### src/shared/arb_pkg.sv
package arb_pkg;
	// ----------------------------------------
	// register bus geometry
	// ----------------------------------------
	localparam int ADDR_W = 5;
	localparam int DATA_W = 16;
	localparam int RES_W = 12;
	localparam logic [ADDR_W-1:0] OFF_DMA_CONFIG = 5'h00;
	localparam logic [ADDR_W-1:0] OFF_CH0_SELECT = 5'h01;
	localparam logic [ADDR_W-1:0] OFF_CONTROL = 5'h02;
	localparam logic [ADDR_W-1:0] OFF_STATUS = 5'h03;
	localparam logic [ADDR_W-1:0] OFF_MASK = 5'h04;
	localparam logic [ADDR_W-1:0] OFF_POINTER = 5'h05;
	localparam logic [ADDR_W-1:0] OFF_BUF_BASE = 5'h10;
	// ----------------------------------------
	// field positions
	// ----------------------------------------
	localparam int DMA_EN_BIT = 8;
	localparam int DMA_BUFFER_LENGTH_LSB = 0;
	localparam int DMA_BUFFER_LENGTH_W = 3;
	localparam int NEG_B_BIT = 15;
	localparam int POS_B_LSB = 8;
	localparam int NEG_A_BIT = 7;
	localparam int POS_A_LSB = 0;
	localparam int SEL_W = 5;
	localparam int SAMPLES_PER_INTERRUPT_LSB = 0;
	localparam int SAMPLES_PER_INTERRUPT_W = 5;
	localparam int SCAN_EN_BIT = 8;
	localparam int DONE_BIT = 15;
	localparam int ST_SAMPLES_PER_INTERRUPT = 0;
	localparam int ST_OVERRUN = 1;
	localparam int ST_CONV = 2;
	localparam int ST_W = 3;
	localparam int NUM_BUFS = 16;
	localparam int PTR_W = 4;
	// ----------------------------------------
	// reset values and counts
	// ----------------------------------------
	localparam logic [DATA_W-1:0] RST_WORD = 16'h0000;
	localparam logic [4:0] DMA_ADV_LAST = 5'h1f;
	// ----------------------------------------
	// positive select codes
	// ----------------------------------------
	localparam logic [SEL_W-1:0] CODE_AIN_LAST = 5'h0f;
	localparam logic [SEL_W-1:0] CODE_OPAMP1 = 5'h18;
	localparam logic [SEL_W-1:0] CODE_OPAMP2 = 5'h19;
	localparam logic [SEL_W-1:0] CODE_OPAMP3 = 5'h1a;
	localparam logic [SEL_W-1:0] CODE_TEMP = 5'h1e;
	localparam logic [SEL_W-1:0] CODE_OPEN = 5'h1f;
	localparam logic [3:0] OPAMP1_SHARED_PIN = 4'h3;
	localparam logic [3:0] OPAMP2_SHARED_PIN = 4'h0;
	localparam logic [3:0] OPAMP3_SHARED_PIN = 4'h6;
	localparam logic [3:0] NEG_INPUT_PIN = 4'h1;

	typedef enum logic [2:0] {
		ARB_ROUTE_PIN = 3'b000,
		ARB_ROUTE_OPAMP = 3'b001,
		ARB_ROUTE_TEMP = 3'b010,
		ARB_ROUTE_OPEN = 3'b011,
		ARB_ROUTE_RSVD = 3'b100
	} arb_route_t;
endpackage : arb_pkg

### src/arb_top.sv
`timescale 1ns/1ps
// Functional notes
// - the samples-per-interrupt point sets the interrupt flag, and the irq rises when unmasked.
// - with scan enabled, the scan list restarts from its first entry at that point.
// - without result DMA the result pointer returns to buffer 0 at that point.
// - with result DMA only buffer 0 is used and the DMA address steps after conversions.
// - in DMA mode the DMA address advances after every 32nd completed conversion.
// - without DMA sixteen buffers fill in sequence whatever input was converted.
// - the done flag clears at conversion start or on a control write with bit 15 clear, and sets at completion.
// - the DMA enable bit 8 selects buffer 0 only or buffers 0 through 15.
// - the 3-bit buffer length code gives 1 to 128 words per input as a power of two.
// - the negative selects (bit 15 set B, bit 7 set A) pick input 1 or the low reference.
// - the set B positive select decodes inputs 0-15, op-amps, temp diode and open.
// - the set A positive select sits in bits 4-0 with the same codes as set B.
// - op-amp codes route the op-amp output when enabled, else the shared pin.
module arb_top
	import arb_pkg::*;
(
	input wire logic clk,
	input wire logic rstn,
	input wire logic [ADDR_W-1:0] reg_addr,
	input wire logic [DATA_W-1:0] reg_wdata,
	input wire logic reg_wr,
	input wire logic reg_rd,
	output logic [DATA_W-1:0] reg_rdata,
	input wire logic conv_start,
	input wire logic conv_done,
	input wire logic [RES_W-1:0] conv_result,
	input wire logic use_set_b,
	input wire logic [2:0] opamp_enable,
	input wire logic dma_ack,
	output logic irq,
	output logic scan_restart,
	output logic dma_req,
	output logic dma_addr_advance,
	output logic [7:0] dma_buffer_words,
	output logic [DATA_W-1:0] dma_data,
	output arb_route_t pos_route,
	output logic [3:0] pos_pin,
	output logic [1:0] pos_opamp,
	output logic neg_is_pin,
	output logic [3:0] neg_pin
);
	// ----------------------------------------
	// state
	// ----------------------------------------
	typedef struct packed {
		logic dma_en;
		logic [DMA_BUFFER_LENGTH_W-1:0] dma_buffer_length;
		logic neg_b;
		logic [SEL_W-1:0] pos_b;
		logic neg_a;
		logic [SEL_W-1:0] pos_a;
		logic [SAMPLES_PER_INTERRUPT_W-1:0] samples_per_interrupt;
		logic scan_en;
		logic done;
		logic [ST_W-1:0] status;
		logic [ST_W-1:0] mask;
		logic [PTR_W-1:0] ptr;
		logic [SAMPLES_PER_INTERRUPT_W-1:0] smp_cnt;
		logic [4:0] dma_cnt;
		logic buf0_unread;
		logic [NUM_BUFS-1:0][DATA_W-1:0] bufs;
		logic [DATA_W-1:0] rdata;
		logic scan_restart;
		logic dma_req;
		logic dma_adv;
	} arb_state_t;

	arb_state_t st_r;
	arb_state_t st_nxt;
	logic [SEL_W-1:0] pos_code;
	logic [PTR_W-1:0] wr_ptr;
	logic samples_per_interrupt_hit;
	logic [ST_W-1:0] st_evt;
	logic [DATA_W-1:0] result_word;

	assign result_word = {{(DATA_W-RES_W){1'b0}}, conv_result};
	assign wr_ptr = st_r.dma_en ? {PTR_W{1'b0}} : st_r.ptr;
	assign samples_per_interrupt_hit = conv_done && (st_r.smp_cnt == st_r.samples_per_interrupt);
	assign pos_code = use_set_b ? st_r.pos_b : st_r.pos_a;

	// ----------------------------------------
	// next state
	// ----------------------------------------
	always_comb begin
		st_nxt = st_r;
		st_nxt.scan_restart = 1'b0;
		st_nxt.dma_req = 1'b0;
		st_nxt.dma_adv = 1'b0;
		st_nxt.rdata = RST_WORD;
		st_evt = '0;

		// register writes
		if (reg_wr) begin
			if (reg_addr == OFF_DMA_CONFIG) begin
				st_nxt.dma_en = reg_wdata[DMA_EN_BIT];
				st_nxt.dma_buffer_length = reg_wdata[DMA_BUFFER_LENGTH_LSB +: DMA_BUFFER_LENGTH_W];
			end else if (reg_addr == OFF_CH0_SELECT) begin
				st_nxt.neg_b = reg_wdata[NEG_B_BIT];
				st_nxt.pos_b = reg_wdata[POS_B_LSB +: SEL_W];
				st_nxt.neg_a = reg_wdata[NEG_A_BIT];
				st_nxt.pos_a = reg_wdata[POS_A_LSB +: SEL_W];
			end else if (reg_addr == OFF_CONTROL) begin
				st_nxt.samples_per_interrupt = reg_wdata[SAMPLES_PER_INTERRUPT_LSB +: SAMPLES_PER_INTERRUPT_W];
				st_nxt.scan_en = reg_wdata[SCAN_EN_BIT];
				// software may clear done only
				if (!reg_wdata[DONE_BIT]) begin
					st_nxt.done = 1'b0;
				end
			end else if (reg_addr == OFF_STATUS) begin
				st_nxt.status = st_r.status & ~reg_wdata[ST_W-1:0];
			end else if (reg_addr == OFF_MASK) begin
				st_nxt.mask = reg_wdata[ST_W-1:0];
			end
		end

		// reading buffer 0 frees it for the next result
		if (dma_ack || (reg_rd && reg_addr == OFF_BUF_BASE)) begin
			st_nxt.buf0_unread = 1'b0;
		end

		// conversion start and done
		if (conv_start) begin
			st_nxt.done = 1'b0;
		end
		if (conv_done) begin
			st_nxt.done = 1'b1;
			st_evt[ST_CONV] = 1'b1;
			st_nxt.bufs[wr_ptr] = result_word;
			if (st_r.dma_en) begin
				// unread result lost to the new one
				if (st_r.buf0_unread && !dma_ack) begin
					st_evt[ST_OVERRUN] = 1'b1;
				end
				st_nxt.buf0_unread = 1'b1;
				st_nxt.dma_req = 1'b1;
				st_nxt.ptr = {PTR_W{1'b0}};
				st_nxt.dma_cnt = st_r.dma_cnt + 5'h01;
				if (st_r.dma_cnt == DMA_ADV_LAST) begin
					st_nxt.dma_adv = 1'b1;
				end
			end else begin
				st_nxt.ptr = st_r.ptr + 4'h1;
			end
			st_nxt.smp_cnt = st_r.smp_cnt + 5'h01;
			if (samples_per_interrupt_hit) begin
				st_nxt.smp_cnt = '0;
				st_evt[ST_SAMPLES_PER_INTERRUPT] = 1'b1;
				st_nxt.scan_restart = st_r.scan_en;
				if (!st_r.dma_en) begin
					st_nxt.ptr = {PTR_W{1'b0}};
				end
			end
		end
		// events win over a same-cycle clear
		st_nxt.status = st_nxt.status | st_evt;

		// register reads, answered next cycle
		if (reg_rd) begin
			if (reg_addr == OFF_DMA_CONFIG) begin
				st_nxt.rdata[DMA_EN_BIT] = st_r.dma_en;
				st_nxt.rdata[DMA_BUFFER_LENGTH_LSB +: DMA_BUFFER_LENGTH_W] = st_r.dma_buffer_length;
			end else if (reg_addr == OFF_CH0_SELECT) begin
				st_nxt.rdata[NEG_B_BIT] = st_r.neg_b;
				st_nxt.rdata[POS_B_LSB +: SEL_W] = st_r.pos_b;
				st_nxt.rdata[NEG_A_BIT] = st_r.neg_a;
				st_nxt.rdata[POS_A_LSB +: SEL_W] = st_r.pos_a;
			end else if (reg_addr == OFF_CONTROL) begin
				st_nxt.rdata[SAMPLES_PER_INTERRUPT_LSB +: SAMPLES_PER_INTERRUPT_W] = st_r.samples_per_interrupt;
				st_nxt.rdata[SCAN_EN_BIT] = st_r.scan_en;
				st_nxt.rdata[DONE_BIT] = st_r.done;
			end else if (reg_addr == OFF_STATUS) begin
				st_nxt.rdata[ST_W-1:0] = st_r.status;
			end else if (reg_addr == OFF_MASK) begin
				st_nxt.rdata[ST_W-1:0] = st_r.mask;
			end else if (reg_addr == OFF_POINTER) begin
				st_nxt.rdata[PTR_W-1:0] = st_r.ptr;
			end else if (reg_addr[ADDR_W-1]) begin
				st_nxt.rdata = st_r.bufs[reg_addr[PTR_W-1:0]];
			end
		end
	end

	// ----------------------------------------
	// registers
	// ----------------------------------------
	always_ff @(posedge clk) begin
		if (!rstn) begin
			st_r <= '0;
		end else begin
			st_r <= st_nxt;
		end
	end

	// ----------------------------------------
	// positive input decode
	// ----------------------------------------
	arb_pos_decode u_pos_decode (
		.code(pos_code),
		.opamp_enable(opamp_enable),
		.route(pos_route),
		.pin(pos_pin),
		.opamp_index(pos_opamp)
	);

	// ----------------------------------------
	// outputs
	// ----------------------------------------
	assign reg_rdata = st_r.rdata;
	assign irq = |(st_r.status & st_r.mask);
	assign scan_restart = st_r.scan_restart;
	assign dma_req = st_r.dma_req;
	assign dma_addr_advance = st_r.dma_adv;
	assign dma_data = st_r.bufs[0];
	assign dma_buffer_words = 8'h01 << st_r.dma_buffer_length;
	assign neg_is_pin = use_set_b ? st_r.neg_b : st_r.neg_a;
	assign neg_pin = NEG_INPUT_PIN;
endmodule : arb_top

### src/arb_pos_decode.sv
`timescale 1ns/1ps
module arb_pos_decode
	import arb_pkg::*;
(
	input wire logic [SEL_W-1:0] code,
	input wire logic [2:0] opamp_enable,
	output arb_route_t route,
	output logic [3:0] pin,
	output logic [1:0] opamp_index
);
	// ----------------------------------------
	// code to analog route
	// ----------------------------------------
	always_comb begin
		route = ARB_ROUTE_RSVD;
		pin = 4'h0;
		opamp_index = 2'h0;
		if (code <= CODE_AIN_LAST) begin
			route = ARB_ROUTE_PIN;
			pin = code[3:0];
		end else if (code == CODE_OPAMP1) begin
			pin = OPAMP1_SHARED_PIN;
			opamp_index = 2'h0;
			route = opamp_enable[0] ? ARB_ROUTE_OPAMP : ARB_ROUTE_PIN;
		end else if (code == CODE_OPAMP2) begin
			pin = OPAMP2_SHARED_PIN;
			opamp_index = 2'h1;
			route = opamp_enable[1] ? ARB_ROUTE_OPAMP : ARB_ROUTE_PIN;
		end else if (code == CODE_OPAMP3) begin
			pin = OPAMP3_SHARED_PIN;
			opamp_index = 2'h2;
			route = opamp_enable[2] ? ARB_ROUTE_OPAMP : ARB_ROUTE_PIN;
		end else if (code == CODE_TEMP) begin
			route = ARB_ROUTE_TEMP;
		end else if (code == CODE_OPEN) begin
			route = ARB_ROUTE_OPEN;
		end
	end
endmodule : arb_pos_decode

### config.mk
export PLATFORM = sky130hd
export DESIGN_NAME = arb_top
export DESIGN_NICKNAME = d
export VERILOG_FILES = /design/src/shared/arb_pkg.sv /design/src/arb_top.sv /design/src/arb_pos_decode.sv
export SDC_FILE = /design/constraint.sdc
export NUM_CORES = 1
export LEC_CHECK = 0
export BUFFER_PORTS_ARGS = -buffer_cell sky130_fd_sc_hd__buf_2
export CORE_AREA = 2 2 190 192
export CTS_BUF_LIST = sky130_fd_sc_hd__clkbuf_16
export CTS_CLUSTER_DIAMETER = 30
export DETAILED_ROUTE_END_ITERATION = 10
export DIE_AREA = 0 0 192 194
export SYNTH_ARGS = -nofsm -noshare
export SYNTH_HDL_FRONTEND = slang
export SYNTH_SLANG_ARGS = --single-unit
### constraint.sdc
create_clock -name clk -period 1.7 [get_ports clk]
set_input_delay 0 -clock clk [delete_from_list [all_inputs] [get_ports clk]]
set_output_delay 0 -clock clk [all_outputs]
set_load 0.05 [all_outputs]
==> results.py <==
metrics = {
    "run_status": {
        "status": "complete, but fails checks",
        "violations": "negative setup slack",
    },
    "sta": {
        "finalCritPeriodShare": 1.09,
        "finalHoldViolations": 0,
        "finalSetupViolations": 5,
        "worstMarginPinSlew_ns": 0.639,
        "fin_skew_ns": 0.0222,
        "maxSlewHeadroom": 0.574,
        "period_minus_slack_ns": 1.85,
        "hold_slack_ns": 0.00116,
        "finalSetupTns_ns": -0.276,
        "rsz0062_at_grt": "yes",
        "slew_violations": 0,
        "finalWorstSetupSlack_ns": -0.147,
        "fmax_ghz": 0.541,
    },
    "pwr": {
        "p_leak_nw": 7.74,
        "ir_drop_mv": 0.922,
        "power_density_mw_per_mm2": 1160,
    },
    "floorplanning": {
        "rows": 69,
        "dieArea_mm2": 0.0372,
        "io_pins": 102,
        "initial_core_util": 0.415,
        "core_mm2": 0.0352,
        "die_w_um": 192,
        "die_y_um": 194,
    },
    "clocking": {
        "insertion_delay_ns": 0.56,
        "clockBufferDepth": 3,
        "root_buffer": "clkbuf_16",
        "cts_max_level": 3,
        "cts_buffers": 67,
        "cts_tree": "yes",
        "cts_sinks": 319,
        "path_clk_slew_ns": 0.04,
    },
    "final_layout": {
        "finalNetCount": 1697,
        "fin_area_mm2": 0.0186,
        "antenna_cells": 0,
        "layout-drive-gt1-share": 0.226,
        "final_common_cell": "dfxtp_1",
        "fillCellCount": 3095,
        "mostFrequentLayoutCells": "dfxtp_1 (312), nand2_1 (199), nand3_1 (138), mux2i_1 (134), a21boi_0 (124)",
        "syn2layout_area_growth_pct": 27.0,
    },
    "hold_path": {
        "holdPathEnd": "st_r[309]$_SDFFE_PN0P_",
        "min_path_type": "in2reg",
        "whs_path_depth": 5,
        "hp-start": "reg_wr",
    },
    "logic_synthesis": {
        "synthFlopType": "dfxtp_1",
        "ys_ff_latch": 319,
        "ys_async_sr_fraction": 0,
        "synth-simple-area-share": 0.206,
        "synth_compound_area_frac": 0.106,
        "yosysSeqAreaShare": 0.437,
        "synth_fa_ha_area_frac": 0.00342,
        "synth_cells": 1510,
        "syn_area_per_cell_um2": 9.68,
        "yosysWarnings": 0,
        "synth-edff-count": 0,
        "synth.mux.area_fraction": 0.175,
        "synth_top_family_by_area": "simple AND/OR/NAND/NOR gates",
        "netlist_area_mm2": 0.0146,
        "netlist-cell-type-count": 61,
        "synth_xor_area_frac": 0.00719,
    },
    "global_routing": {
        "grt_pass1_wl_mm": 68.3,
        "track_usage": 0.237,
        "grt_pass1_vias": 11800,
        "grt_max_degree": 159,
        "antenna_found_initial": 1,
        "grt.overflow.total": 0,
    },
    "setup_path": {
        "setup.worst_path.class": "reg2out",
        "cp-end-kind": "primary output",
        "start_kind": "flop",
        "max_stage_delay_ns": 0.34,
        "reg2regPathDepth": 6,
        "worstPathMaxFanout": 5,
        "r2r_start": "st_r[289]$_SDFFE_PN0P_",
        "r2r-end": "st_r[160]$_SDFFE_PN0P_",
        "reg2reg_setup_slack_ns": 0.08,
        "required_ns": 1.70,
        "cp.arrival_ns": 1.85,
        "cpMaxStageDelayCell": "a311oi_2",
        "crit_chain": "mux2i_4, mux2i_1, a311oi_2, buf_6",
    },
    "placed_design": {
        "io_buffers": 93,
        "dpl_cell_area_mm2": 0.0158,
        "post-dp-hpwl_mm": 27.8,
        "place_congestion": 0.846,
        "place_ws_ns": -0.0133,
    },
    "routing": {
        "postRouteAntennaNets": 0,
        "first_pass_iters": 6,
        "dr_total_vias": 11900,
        "first_iter_violations": 1026,
        "remaining_drc_errors": 0,
        "wl_mm": 44.4,
        "routedWlPerCell_um": 20.6,
        "via_per_inst": 5.52,
    },
    "job": {
        "maxCapViolCount": 0,
    },
}
[worst max path at each step]
stage	endpoint	slack [ns]	startpoint
detailed placement	reg_rdata[4]$_SDFF_PP0_	-0.01	reg_addr[0]
floorplan	pos_pin[0]	-0.04	st_r[309]$_SDFFE_PN0P_
CTS	pos_route[0]	-0.08	st_r[310]$_SDFFE_PN0P_
global placement	reg_rdata[4]$_SDFF_PP0_	-0.02	reg_addr[0]
finish	pos_route[0]	-0.15	st_r[303]$_SDFFE_PN0P_
global route	pos_route[0]	-0.17	st_r[303]$_SDFFE_PN0P_
[cells in the mapped netlist, types with 8 or more instances]
cell type,instances,area (µm²)
mux4_2,39,878
xor2_1,8,70.1
nand3_1,139,696
a21oi_1,18,90.1
nor3_1,9,45.0
buf_1,12,45.0
buf_2,29,145
nor2_1,20,75.1
o21ai_0,11,55.1
and2_1,8,50.1
and3_1,75,469
mux2i_1,137,1370
a21boi_1,10,75.1
nor2b_1,106,663
nand2_1,199,747
mux4_1,9,236
a21boi_0,124,931
nand4_1,8,50.1
clkbuf_1,74,278
a31oi_1,13,81.3
a22oi_1,9,67.6
dfxtp_1,319,6390
buf_4,42,315
[area by class of cell]
cell class	instances	area, µm²	area share
repair buffers	235	1920	0.104
inverters	6	22.5	0.00121
flip-flops and latches	319	6400	0.345
clock inverters	49	468	0.0252
multi-input cells	1020	7450	0.401
clock buffers	69	1730	0.0930
well taps	461	577	0.0311
[kinds of logic (layout without fill, tap and decap cells)]
group | after synthesis | count (layout)
simple gates | 592 | 592
flops | 319 | 319
compound gates | 216 | 216
mux | 192 | 192
buf+inv | 173 | 359
xor+xnor | 12 | 12
fa+ha+maj | 4 | 4
other cells | 2 | 4
[through the flow]
step	cells	util	power, W
3_3_place_gp	1996	0.448	0.00895
3_5_place_dp	1996	0.448	0.00895
5_1_grt	2159	0.527	0.0221
4_1_cts	2155	0.524	0.0216
6_report	2159	0.527	0.0215
2_1_floorplan	1512	-	0.00855
[worst max-delay path: cells and delay by family, from the launching register on]
| family | cells | cell delay, ns |
|---|---|---|
| muxes | 2 | 0.43 |
| AOI/OAI and AO/OA | 1 | 0.34 |
| DFF | 1 | 0.32 |
| buffers and inverters | 1 | 0.20 |
[what timing repair did]
item                                    in CTS  in global routing
endpoints found under the setup margin       7                 50
resized for setup                           33                 22
hold buffers                                34                  0
pin swaps                                    8                  6
setup buffers                                7                  4
endpoints found under the hold margin      231                  0
[layer usage]
layer	GRT usage	part of all wire
met1	0.308	0.43
met2	0.386	0.47
met3	0.0454	0.064
met4	0.0984	0.032
met5	0	0.00016
[power breakdown]
group	leakage (nW)	internal [W]	total [W]	switching, W
Clock	1.10	0.00840	0.0126	0.00416
Combinational	4.06	0.000493	0.00129	0.000796
Sequential	2.58	0.00756	0.00760	0.0000483
No activity file was read; power rests on OpenSTA's default activity.
